--- config.mk ---
export PLATFORM = sky130hd
export DESIGN_NAME = swbr_receiver
export DESIGN_NICKNAME = d
export VERILOG_FILES = /design/src/swbr_pkg.sv /design/src/swbr_pwm_if.sv /design/src/swbr_receiver.sv /design/src/swbr_pwm.sv
export SDC_FILE = /design/constraint.sdc
export NUM_CORES = 1
export LEC_CHECK = 0
export BUFFER_PORTS_ARGS = -buffer_cell sky130_fd_sc_hd__buf_4
export CAP_MARGIN = 20
export CORE_MARGIN = 2
export CORE_UTILIZATION = 25
export CTS_CLUSTER_DIAMETER = 80
export DETAILED_ROUTE_END_ITERATION = 10
export PLACE_DENSITY_LB_ADDON = 0.3
export RECOVER_POWER = 50
export SYNTH_ARGS = -nofsm -noshare
export SYNTH_HDL_FRONTEND = slang
export SYNTH_SLANG_ARGS = --single-unit
--- constraint.sdc ---
create_clock -name clock -period 3.05 [get_ports clock]
set_clock_uncertainty 0.05 [all_clocks]
set_input_delay 0.61 -clock clock [delete_from_list [all_inputs] [get_ports clock]]
set_output_delay 0.61 -clock clock [all_outputs]
set_load 0.05 [all_outputs]
--- src/swbr_pkg.sv ---
`default_nettype none

package swbr_pkg;

    // ----------------------------------------------------------------
    // Timing
    // ----------------------------------------------------------------
    localparam int CLK_PERIOD_NS      = 10;
    localparam int BIT_PERIOD_MIN_NS  = 1000;
    localparam int BIT_PERIOD_MAX_NS  = 50000;
    // Least time rounds up, longest rounds down
    localparam int BIT_PERIOD_MIN_CYC = (BIT_PERIOD_MIN_NS + CLK_PERIOD_NS - 1) / CLK_PERIOD_NS;
    localparam int BIT_PERIOD_MAX_CYC = BIT_PERIOD_MAX_NS / CLK_PERIOD_NS;
    // Hold thresholds as multiples of the measured bit period
    localparam int PACKET_END_MULT    = 4;
    localparam int LATCH_HOLD_MULT    = 8;
    // About 6 MHz grayscale tick from the 100 MHz clock
    localparam int GRAY_TICK_DIV      = 17;
    localparam int CNT_W              = 20;

    // ----------------------------------------------------------------
    // Packet layout
    // ----------------------------------------------------------------
    localparam int         PKT_W         = 32;
    localparam int         LEVEL_W       = 8;
    localparam int         NUM_CH        = 3;
    localparam int         CH0_LSB       = 0;
    localparam int         CH1_LSB       = 8;
    localparam int         CH2_LSB       = 16;
    localparam int         CMD_LSB       = 24;
    localparam logic [7:0] WRITE_CMD     = 8'h3a;

    // ----------------------------------------------------------------
    // Reset values
    // ----------------------------------------------------------------
    localparam logic [31:0] SHIFT_RESET  = 32'h0000_0000;
    localparam logic [23:0] LEVEL_RESET  = 24'h00_0000;
    localparam logic [7:0]  GRAY_RESET   = 8'h00;
    localparam logic [2:0]  SINK_RESET   = 3'h0;
    localparam logic [2:0]  SYNC_RESET   = 3'h0;

    // Receiver states, one-hot
    typedef enum logic [3:0] {
        ST_WAIT_FIRST = 4'h1,
        ST_MEASURE    = 4'h2,
        ST_RECEIVE    = 4'h4,
        ST_FORWARD    = 4'h8
    } swbr_state_t;

endpackage

`default_nettype wire

--- src/swbr_pwm_if.sv ---
`default_nettype none

// Latch strobe and brightness data from receiver to PWM
interface swbr_pwm_if;
    logic        load;
    logic [23:0] data;

    modport src  (output load, output data);
    modport sink (input load, input data);
endinterface

`default_nettype wire

--- src/swbr_receiver.sv ---
`default_nettype none

module swbr_receiver #(
    parameter int         CNT_W          = swbr_pkg::CNT_W,
    parameter int         MAX_PERIOD_CYC = swbr_pkg::BIT_PERIOD_MAX_CYC,
    parameter logic [7:0] END_MULT       = 8'(swbr_pkg::PACKET_END_MULT),
    parameter logic [7:0] LATCH_MULT     = 8'(swbr_pkg::LATCH_HOLD_MULT),
    parameter int         GRAY_TICK_DIV  = swbr_pkg::GRAY_TICK_DIV
) (
    // Clock and reset
    input  wire logic       clock,
    input  wire logic       reset_n,
    // Serial link
    input  wire logic       serial_in,
    output var  logic       serial_out,
    // Sink drivers
    output var  logic [2:0] sink_output
);

    localparam logic [CNT_W-1:0] MAX_P = CNT_W'(MAX_PERIOD_CYC);
    localparam logic [CNT_W-1:0] MIN_P = CNT_W'(swbr_pkg::BIT_PERIOD_MIN_CYC);

    // Saturating cycle count
    function automatic logic [CNT_W-1:0] sat_inc(input logic [CNT_W-1:0] c);
        return (c == {CNT_W{1'b1}}) ? c : c + 1'b1;
    endfunction

    // Hold threshold from period and multiple
    function automatic logic [CNT_W-1:0] hold_limit(input logic [CNT_W-1:0] p,
                                                    input logic [7:0] m);
        logic [CNT_W+7:0] prod;
        prod = {8'h00, p} * {{CNT_W{1'b0}}, m};
        return prod[CNT_W-1:0];
    endfunction

    swbr_pkg::swbr_state_t state_r;
    logic [2:0]            sync_r;
    logic                  in_level_r;
    logic                  in_prev_r;
    logic                  rise;
    logic [CNT_W-1:0]      bit_cnt_r;
    logic [CNT_W-1:0]      low_cnt_r;
    logic [CNT_W-1:0]      period_r;
    logic [CNT_W-1:0]      half_w;
    logic [CNT_W-1:0]      end_limit;
    logic [CNT_W-1:0]      latch_limit;
    logic                  decided_r;
    logic [31:0]           shift_r;
    logic                  end_hit;
    logic                  latch_fire;
    logic                  cmd_ok;
    logic                  load_r;
    swbr_pwm_if            pwm_bus ();

    // ----------------------------------------------------------------
    // Input synchroniser and edge detect
    // ----------------------------------------------------------------
    // Level moves only when stages two and three agree
    always_ff @(posedge clock) begin
        if (!reset_n) begin
            sync_r     <= swbr_pkg::SYNC_RESET;
            in_level_r <= 1'b0;
            in_prev_r  <= 1'b0;
        end else begin
            sync_r     <= {sync_r[1:0], serial_in};
            in_level_r <= (sync_r[1] == sync_r[2]) ? sync_r[2] : in_level_r;
            in_prev_r  <= in_level_r;
        end
    end
    assign rise = in_level_r & ~in_prev_r;

    // ----------------------------------------------------------------
    // Timers
    // ----------------------------------------------------------------
    // Low time; a high level restarts it
    always_ff @(posedge clock) begin
        if (!reset_n || in_level_r) begin
            low_cnt_r <= '0;
        end else begin
            low_cnt_r <= sat_inc(low_cnt_r);
        end
    end

    assign end_limit   = hold_limit(period_r, END_MULT);
    assign latch_limit = hold_limit(period_r, LATCH_MULT);
    assign half_w      = period_r >> 1;
    assign end_hit     = (state_r == swbr_pkg::ST_RECEIVE) && (low_cnt_r >= end_limit);
    assign latch_fire  = (state_r == swbr_pkg::ST_FORWARD) && (low_cnt_r >= latch_limit);
    assign cmd_ok      = (shift_r[swbr_pkg::CMD_LSB +: 8] == swbr_pkg::WRITE_CMD);

    // ----------------------------------------------------------------
    // Receive state machine
    // ----------------------------------------------------------------
    // Bit timer counts elapsed cycles since the last bit start edge
    always_ff @(posedge clock) begin
        if (!reset_n) begin
            state_r   <= swbr_pkg::ST_WAIT_FIRST;
            bit_cnt_r <= '0;
            period_r  <= '0;
            decided_r <= 1'b1;
            shift_r   <= swbr_pkg::SHIFT_RESET;
        end else begin
            bit_cnt_r <= sat_inc(bit_cnt_r);
            case (state_r)
                swbr_pkg::ST_WAIT_FIRST: begin
                    if (rise) begin
                        bit_cnt_r <= CNT_W'(1);
                        state_r   <= swbr_pkg::ST_MEASURE;
                    end
                end
                swbr_pkg::ST_MEASURE: begin
                    if (rise) begin
                        bit_cnt_r <= CNT_W'(1);
                        // edge gap in cycles
                        // A gap beyond the longest period restarts measuring here
                        // accepted periods: any gap up to the longest, no lower bound
                        if (bit_cnt_r <= MAX_P) begin
                            period_r  <= bit_cnt_r;
                            shift_r   <= {shift_r[29:0], 2'b00};
                            decided_r <= 1'b1;
                            state_r   <= swbr_pkg::ST_RECEIVE;
                        end
                    end
                end
                swbr_pkg::ST_RECEIVE: begin
                    if (end_hit) begin
                        if (!decided_r) begin
                            shift_r <= {shift_r[30:0], 1'b0};
                        end
                        decided_r <= 1'b1;
                        state_r   <= swbr_pkg::ST_FORWARD;
                    end else if (rise) begin
                        if (bit_cnt_r >= half_w) begin
                            if (!decided_r) begin
                                shift_r <= {shift_r[30:0], 1'b0};
                            end
                            decided_r <= 1'b0;
                            bit_cnt_r <= CNT_W'(1);
                        end else if (!decided_r) begin
                            shift_r   <= {shift_r[30:0], 1'b1};
                            decided_r <= 1'b1;
                        end
                    end
                end
                swbr_pkg::ST_FORWARD: begin
                    // Latch ends forwarding and rearms measuring
                    if (latch_fire) begin
                        state_r <= swbr_pkg::ST_WAIT_FIRST;
                    end
                end
                default: begin
                    state_r <= swbr_pkg::ST_WAIT_FIRST;
                end
            endcase
        end
    end

    // ----------------------------------------------------------------
    // Forwarding and latch strobe
    // ----------------------------------------------------------------
    // buffered pass-through
    always_ff @(posedge clock) begin
        if (!reset_n) begin
            serial_out <= 1'b0;
        end else begin
            serial_out <= (state_r == swbr_pkg::ST_FORWARD) && in_level_r;
        end
    end

    always_ff @(posedge clock) begin
        if (!reset_n) begin
            load_r <= 1'b0;
        end else begin
            load_r <= latch_fire && cmd_ok;
        end
    end

    assign pwm_bus.load = load_r;
    assign pwm_bus.data = shift_r[swbr_pkg::CH0_LSB +: 24];

    swbr_pwm #(
        .GRAY_TICK_DIV (GRAY_TICK_DIV)
    ) u_pwm (
        .clock       (clock),
        .reset_n     (reset_n),
        .pwm         (pwm_bus.sink),
        .sink_output (sink_output)
    );

    // ----------------------------------------------------------------
    // Checks
    // ----------------------------------------------------------------
    period_store_a: assert property (
        @(posedge clock) disable iff (!reset_n)
        (state_r == swbr_pkg::ST_MEASURE) && rise && (bit_cnt_r <= MAX_P)
        |=> (period_r == $past(bit_cnt_r)) && (state_r == swbr_pkg::ST_RECEIVE))
        else $error("bit period not stored");

    range_accept_a: assert property (
        @(posedge clock) disable iff (!reset_n)
        (state_r == swbr_pkg::ST_MEASURE) && rise && (bit_cnt_r >= MIN_P)
        && (bit_cnt_r <= MAX_P) |=> (state_r == swbr_pkg::ST_RECEIVE))
        else $error("legal bit period refused");

    measure_zeros_a: assert property (
        @(posedge clock) disable iff (!reset_n)
        (state_r == swbr_pkg::ST_MEASURE) && rise && (bit_cnt_r <= MAX_P)
        |=> (shift_r[1:0] == 2'b00) && (shift_r[31:2] == $past(shift_r[29:0])))
        else $error("measuring did not shift two zeros");

    one_decode_a: assert property (
        @(posedge clock) disable iff (!reset_n)
        (state_r == swbr_pkg::ST_RECEIVE) && !end_hit && rise && !decided_r
        && (bit_cnt_r < half_w) |=> shift_r[0] && decided_r)
        else $error("early edge not decoded as one");

    zero_decode_a: assert property (
        @(posedge clock) disable iff (!reset_n)
        (state_r == swbr_pkg::ST_RECEIVE) && !end_hit && rise && !decided_r
        && (bit_cnt_r >= half_w) |=> !shift_r[0] && (bit_cnt_r == CNT_W'(1)))
        else $error("late edge not decoded as zero");

    packet_end_a: assert property (
        @(posedge clock) disable iff (!reset_n)
        end_hit |=> (state_r == swbr_pkg::ST_FORWARD) && (latch_limit > end_limit))
        else $error("packet end hold not taken");

    frozen_shift_a: assert property (
        @(posedge clock) disable iff (!reset_n)
        (state_r == swbr_pkg::ST_FORWARD) |=> $stable(shift_r))
        else $error("shift register moved while frozen");

    forward_copy_a: assert property (
        @(posedge clock) disable iff (!reset_n)
        (state_r == swbr_pkg::ST_FORWARD) ##1 (state_r == swbr_pkg::ST_FORWARD)
        |-> (serial_out == $past(in_level_r)))
        else $error("serial out not following input");

    cmd_gate_a: assert property (
        @(posedge clock) disable iff (!reset_n)
        latch_fire && !cmd_ok |=> !load_r && (state_r == swbr_pkg::ST_WAIT_FIRST))
        else $error("latch loaded with wrong command");

    latch_load_a: assert property (
        @(posedge clock) disable iff (!reset_n)
        latch_fire && cmd_ok |=> load_r ##1 !load_r)
        else $error("latch strobe missing or long");

endmodule

`default_nettype wire

--- src/swbr_pwm.sv ---
`default_nettype none

module swbr_pwm #(
    parameter int GRAY_TICK_DIV = swbr_pkg::GRAY_TICK_DIV
) (
    // Clock and reset
    input  wire logic       clock,
    input  wire logic       reset_n,
    // From receiver
    swbr_pwm_if.sink        pwm,
    // Sink drivers, high turns a sink on
    output var  logic [2:0] sink_output
);

    // ----------------------------------------------------------------
    // Grayscale tick divider
    // ----------------------------------------------------------------
    localparam int DIV_W = $clog2(GRAY_TICK_DIV + 1);
    localparam logic [DIV_W-1:0] DIV_LAST = DIV_W'(GRAY_TICK_DIV - 1);

    logic [DIV_W-1:0]  div_r;
    logic              grayscale_tick;
    logic [7:0]        gray_cnt_r;
    logic [23:0]       level_r;

    // Divider restarts on load so PWM begins on the next tick
    always_ff @(posedge clock) begin
        if (!reset_n || pwm.load) begin
            div_r <= '0;
        end else if (div_r == DIV_LAST) begin
            div_r <= '0;
        end else begin
            div_r <= div_r + 1'b1;
        end
    end
    assign grayscale_tick = (div_r == DIV_LAST);

    // ----------------------------------------------------------------
    // Brightness latch and grayscale counter
    // ----------------------------------------------------------------
    // latch copy
    always_ff @(posedge clock) begin
        if (!reset_n) begin
            level_r <= swbr_pkg::LEVEL_RESET;
        end else if (pwm.load) begin
            level_r <= pwm.data;
        end
    end

    always_ff @(posedge clock) begin
        if (!reset_n || pwm.load) begin
            gray_cnt_r <= swbr_pkg::GRAY_RESET;
        end else if (grayscale_tick) begin
            gray_cnt_r <= gray_cnt_r + 8'h01;
        end
    end

    // On from count 1 while count does not exceed the level
    // off until latched
    always_ff @(posedge clock) begin
        if (!reset_n || pwm.load) begin
            sink_output <= swbr_pkg::SINK_RESET;
        end else begin
            for (int i = 0; i < swbr_pkg::NUM_CH; i++) begin
                sink_output[i] <= (gray_cnt_r != 8'h00)
                    && (gray_cnt_r <= level_r[i*swbr_pkg::LEVEL_W +: swbr_pkg::LEVEL_W]);
            end
        end
    end

    // ----------------------------------------------------------------
    // Checks
    // ----------------------------------------------------------------
    load_forces_off_a: assert property (
        @(posedge clock) disable iff (!reset_n)
        pwm.load |=> (sink_output == 3'h0) && (gray_cnt_r == 8'h00) ##1 (sink_output == 3'h0))
        else $error("outputs not forced off after load");

    dark_until_load_a: assert property (
        @(posedge clock) disable iff (!reset_n)
        (level_r == 24'h00_0000) |=> (sink_output == 3'h0))
        else $error("sink on with zero brightness");

endmodule

`default_nettype wire

* Word-level counts from Yosys, hierarchy flattened
Index checks and enable logic that the tools add are counted.
** Word-level totals
- Word-level logic and storage cells :: 88
- Register bits after elaboration :: 144
- Input bits :: 3
- Memories :: 0
- Memory bits (writable) :: 0
- Memory bits (read-only) :: 0
- Output and inout bits :: 4
- Latch bits :: 0
** Operators by class
- Magnitude comparators :: 7
- Multipliers :: 0
- Equal/unequal tests :: 16
- Reduce and logical (&&, ||, !) cells :: 18
- Bitwise operators :: 2
- Muxes and demuxes :: 26
- Add/subtract/negate cells :: 4
- Shift operators :: 0
- Div/mod/pow operators :: 0
** Operators with widths (count)
- $mux W32 :: 7
- $mux W20 :: 5
- $pmux W32 S2 :: 1
- $add A20 B1 Y20 const B :: 2
- $eq A20 B20 Y1 const B :: 2
- $ge A20 B20 Y1 :: 2
- $pmux W20 S2 :: 1
- $le A8 B8 Y1 :: 3
- $ge A20 B19 Y1 :: 1
- $le A20 B13 Y1 const B :: 1
- $mux W4 :: 5
- $pmux W4 S4 :: 1
- $ne A2 B2 Y1 const B :: 5
- $reduce_and A5 Y1 :: 2
- $add A8 B1 Y8 const B :: 1
- $eq A8 B6 Y1 const B :: 1
- $reduce_bool A8 Y1 :: 1
- $logic_and A1 B1 Y1 :: 7
- $add A5 B1 Y5 const B :: 1
- $eq A5 B5 Y1 const B :: 1
- $mux W1 :: 5
- $eq A4 B1 Y1 const B :: 1
- $eq A4 B2 Y1 const B :: 1
- $eq A4 B3 Y1 const B :: 1
- 13 further kinds :: 15

* Depth between registers and ports, before layout
- Depth in word-level cells :: 6
- Gate-level depth with buffers :: 10
- Gate-level depth less buffers :: 9

* Hierarchy
From an unflattened synthesis, not the netlist that was laid out.
** Second synthesis, totals
- Cells, all modules :: 1012
- Area total of the unflattened synthesis :: 8458.1 um^2
** Modules (own cells, without submodules)
- swbr_receiver :: area each 6248.5 um^2, sequential area each 2082.0 um^2, cells an instance 779, instances 1
- swbr_pwm :: area each 2209.6 um^2, sequential area each 800.8 um^2, cells an instance 233, instances 1

* Worst setup path after synthesis
Ideal clock, no wire load.
- Kind :: reg-to-reg
- From :: register low_cnt_r[2]
- To :: register bit_cnt_r[9]
- Stages on the path, launching flop included :: 11
- Period minus slack after synthesis :: 2.595 ns
- Required time :: 2.885 ns
- Slack :: 0.455 ns
- Setup time :: 0.115 ns
- Path buffers :: 1
- Arrival time :: 2.431 ns
- Path through :: dfxtp_1 > inv_1 > ha_1 > a21bo_2 > a21o_1 > a31o_2 > or3_1 > o31a_1 > o21ai_2 > buf_4 > nor2_1
** On the way
- Longest elaborated chain between the ends :: 4
** RTL lines
- start, declared :: RTL line swbr_receiver.sv:42 : logic [CNT_W-1:0] low_cnt_r;
- start signal, assigned :: RTL line swbr_receiver.sv:80 : low_cnt_r <= sat_inc(low_cnt_r);
- $ge A20 B20 Y1 :: RTL line swbr_receiver.sv:87 : assign end_hit = (state_r == swbr_pkg::ST_RECEIVE) && (low_cnt_r >= end_limit);
- $logic_and A1 B1 Y1 :: RTL line swbr_receiver.sv:87
- $mux W20 :: RTL line swbr_receiver.sv:126 : if (end_hit) begin
- $pmux W20 S2 :: RTL line swbr_receiver.sv:104 : case (state_r)
- end signal, assigned :: RTL line swbr_receiver.sv:103 : bit_cnt_r <= sat_inc(bit_cnt_r);
- end, declared :: RTL line swbr_receiver.sv:41 : logic [CNT_W-1:0] bit_cnt_r;
Every way passes these cells.
A chain may end at the register's enable or synchronous reset.

* Final worst setup path
- From :: register low_cnt_r[17]
- To :: register shift_r[15]
** On the way
- Longest elaborated chain between the ends :: 4
** RTL lines
- $ge A20 B20 Y1 * :: RTL line swbr_receiver.sv:87
- $logic_and A1 B1 Y1 * :: RTL line swbr_receiver.sv:87
- $ne A4 B3 Y1 (no source line) (tied with other cells)
- $reduce_and A5 Y1 (no source line) / $pmux W32 S2 (equally long branches)
- end signal, assigned :: RTL line swbr_receiver.sv:101 : shift_r <= swbr_pkg::SHIFT_RESET;
- end signal, assigned :: RTL line swbr_receiver.sv:119 : shift_r <= {shift_r[29:0], 2'b00};
- end signal, assigned :: RTL line swbr_receiver.sv:128 : shift_r <= {shift_r[30:0], 1'b0};
- end, declared :: RTL line swbr_receiver.sv:48 : logic [31:0] shift_r;
Mark *: on every way between the ends. The rest lies on a longest branch, timed or not.

==> flow_metrics.tcl <==
set metrics [dict create \
    synthCells 914 \
    cp_max_fo 62 \
    die_area_sq_um 32500 \
    yosys.area.top_type "dfxtp_1" \
    fin_cells 1331 \
    place.gp.congestion 0.752 \
    grt_pass1_vias 5839 \
    post-cts-setup-buffers 0 \
    synth-seq-cells 144 \
    layout_commonest_cell "dfxtp_1" \
    num-fill-cells 3314 \
    post_cts_resize_count 0 \
    path_class "flip-flop to flip-flop" \
    ys_top_cells_by_area "dfxtp_1 37%, ha_1 14%, nor2_1 6.9%, mux2i_1 5.2%, nand2_1 4.6%" \
    wl_um 17700 \
    busiest_layer "met2" \
    dp_hpwl_um 12500 \
    synthFlopType "dfxtp_1" \
    drtPass1Iterations 6 \
    syn_area_per_cell_sq_um 8.50 \
    swShare_pct 21.7 \
    use_met2_pct 18.0 \
    cts_tree "built" \
    dp.cells 1299 \
    dieHeight_um 180 \
    mostFrequentLayoutCells "144 x dfxtp_1, 142 x nor2_1, 96 x nand2_1" \
    rr_worst_depth 9 \
    p_per_area_nw_per_um2 467 \
    layout-drive-gt1-share_pct 5.78 \
    cp-end-kind "flip-flop" \
    clock_power_share_pct 51.7 \
    ys_types 55 \
    numCtsBuffers 17 \
    insertion_delay_ps 420 \
    hold_buffers 0 \
    p_int_w 0.00324 \
    grt_pass1_wl_um 30100 \
    synthToLayoutAreaGrowth_pct 14.3 \
    grt_max_degree 63 \
    drtAntennaViolNets 0 \
    h-tree-depth 4 \
    drv_slew 0 \
    use_met3_pct 2.53 \
    vias 6125 \
    port_buffers 6 \
    io_pins 7 \
    r2r_end "shift_r[15]$_SDFFE_PN0P_" \
    yosysSeqAreaShare_pct 37.1 \
    max-slew-margin-rel_pct 5.11 \
    seq_power_share_pct 46.0 \
    yosys.area.top_type_share_pct 37.1 \
    p_leak_nw 3.33 \
    critical_path_required_ps 3310 \
    drc 0 \
    dr.first_iter.drc_count 279 \
    syn_nets 1003 \
    die_w_um 180 \
    clock_path_buffers 2 \
    fin_crit_ps 2780 \
    period_share_pct 91.0 \
    antenna_found_initial 0 \
    endpoint "shift_r[15]$_SDFFE_PN0P_" \
    power_switching_w 0.000901 \
    cts_root_buf "clkbuf_16" \
    status "finished, final reports clean" \
    r2r-start "low_cnt_r[17]$_SDFFE_PP0P_" \
    synth_edf_count 0 \
    wl_per_cell_um 13.3 \
    setup_violations 0 \
    crit_start "low_cnt_r[17]$_SDFFE_PP0P_" \
    num_rows 64 \
    r2r_setup_slack_ps 270 \
    worstPathArrival_ps 3030 \
    initial_core_util_pct 25.4 \
    diodes 0 \
    grt_overflow_total 0 \
    grt_use_met1_pct 15.3 \
    grt.total_usage_pct 11.3 \
    worst_pin_slew_ps 1420 \
    rsz0062_at_grt "false" \
    max_clock_freq_mhz 360 \
    clk_pin_slew_ps 60 \
    coreArea_sq_um 30600 \
    final.setup.tns_ps 0 \
    nNetsFinal 1011 \
    viasPerCell 4.60 \
    hold_violations 0 \
    worstSetupStartpointType "flip-flop" \
    ys_warn_count 0 \
    async_flop_share_pct 0 \
    clock_sinks 144 \
    hold_class "input port to flip-flop" \
    cap_violations 0 \
    peakVddDrop_mv 0.375 \
    combPwrFrac_pct 2.3 \
    netlist_area_sq_um 7770 \
]
[critical path, cell delays in order, from the launching register on]
cell	delay, ps
dfxtp_1	400
ha_1	340
nand4_1	170
nor4_1	470
and2_1	250
nor4_1	110
o31ai_4	230
buf_12	280
nor2_1	70
a311oi_1	250
[power groups by stage]
stage | logic (W) | registers (W) | clock network (W)
finish | 0.0000955 | 0.00191 | 0.00214
global route | 0.000110 | 0.00191 | 0.00229
CTS | 0.0000998 | 0.00191 | 0.00221
detailed placement | 0.0000992 | 0.00195 | 0
global placement | 0.0000984 | 0.00195 | 0
floorplan | 0.0000715 | 0.00194 | 0
[metrics by stage]
step | power (W) | util (%) | instance area (sq um) | setup WS [ps] | hold WS, ps
final | 0.00414 | 29.0 | 8880 | 274 | 353
after global routing | 0.00430 | 29.0 | 8880 | 25.2 | 363
after CTS | 0.00421 | 29.2 | 8920 | 278 | 328
after detailed placement | 0.00205 | 27.2 | 8320 | 302 | 376
after global placement | 0.00205 | 27.2 | 8320 | 364 | 367
after floorplan | 0.00202 | - | 7770 | 455 | 362
[cells by family after synthesis]
| group | after synthesis | share of synthesized area [%] |
|---|---|---|
| AOI/OAI and AO/OA | 132 | 11.9 |
| xor gates and xnor gates | 40 | 4.51 |
| adders and majority gates | 86 | 13.9 |
| buffers and inverters | 97 | 5.09 |
| DFF | 144 | 37.1 |
| muxes | 40 | 5.15 |
| and+or+nand+nor | 375 | 22.4 |
[cells in the mapped netlist (2+ instances only)]
master    count
and2_1        9
xor2_1       29
buf_2         4
dfxtp_1     144
or4_1         2
ha_1         86
nand2b_1      7
nor4_1        6
a211oi_1      5
or4b_1        2
nor3_1       20
and3_1       10
and4_1        8
inv_1        60
a21oi_1      33
o211ai_1      2
o211a_1       2
nand4_1      20
or2_2         2
xnor2_1      11
or3_1         3
o21ai_0      21
nand3_1      34
mux2i_1      40
nand2_1      96
a311oi_1     30
nor2_1      142
and4b_1       2
o21a_1        3
a211o_1       2
a21o_1       16
nor4b_1       4
buf_6         3
clkbuf_1     26
buf_1         2
a31oi_1       4
a31o_2        2
nor2b_1       5
[metal layers]
layer	wire length, um	vias up	part of all wire [%]
met2	8090	48	46
met4	161	0	0.91
met5	0	-	0
met3	398	9	2.3
li1	-	3211	-
met1	9020	2857	51
[how the worst min path moves through the flow]
stage | slack [ps] | startpoint | end | depth (start not counted)
floorplan | 360 | sync_r[0]$_SDFF_PN0_ | sync_r[1]$_SDFF_PN0_ | 1
global placement | 370 | sync_r[0]$_SDFF_PN0_ | sync_r[1]$_SDFF_PN0_ | 1
detailed placement | 380 | sync_r[0]$_SDFF_PN0_ | sync_r[1]$_SDFF_PN0_ | 1
CTS | 330 | serial_in | sync_r[0]$_SDFF_PN0_ | 2
global route | 360 | serial_in | sync_r[0]$_SDFF_PN0_ | 2
finish | 350 | serial_in | sync_r[0]$_SDFF_PN0_ | 2
[state kept, by name (all words and copies together), names as in the netlist]
register / flops
shift_r: 32
u_pwm.level_r: 24
bit_cnt_r: 20
low_cnt_r: 20
period_r: 20
u_pwm.gray_cnt_r: 8
u_pwm.div_r: 5
state_r: 4
sync_r: 3
u_pwm.sink_output: 3
decided_r: 1
in_level_r: 1
in_prev_r: 1
load_r: 1
serial_out: 1
[layout make-up]
class                           count  area, sq um  area share (%)
Multi-Input combinational cell    673         4500            50.6
Sequential cell                   144         2880            32.5
Clock buffer                       25          505            5.69
Tap cell                          396          495            5.58
Inverter                           61          229            2.58
Timing Repair Buffer               25          173            1.94
Clock inverter                      7         98.8            1.11
Power figures use the tool's default switching activity.
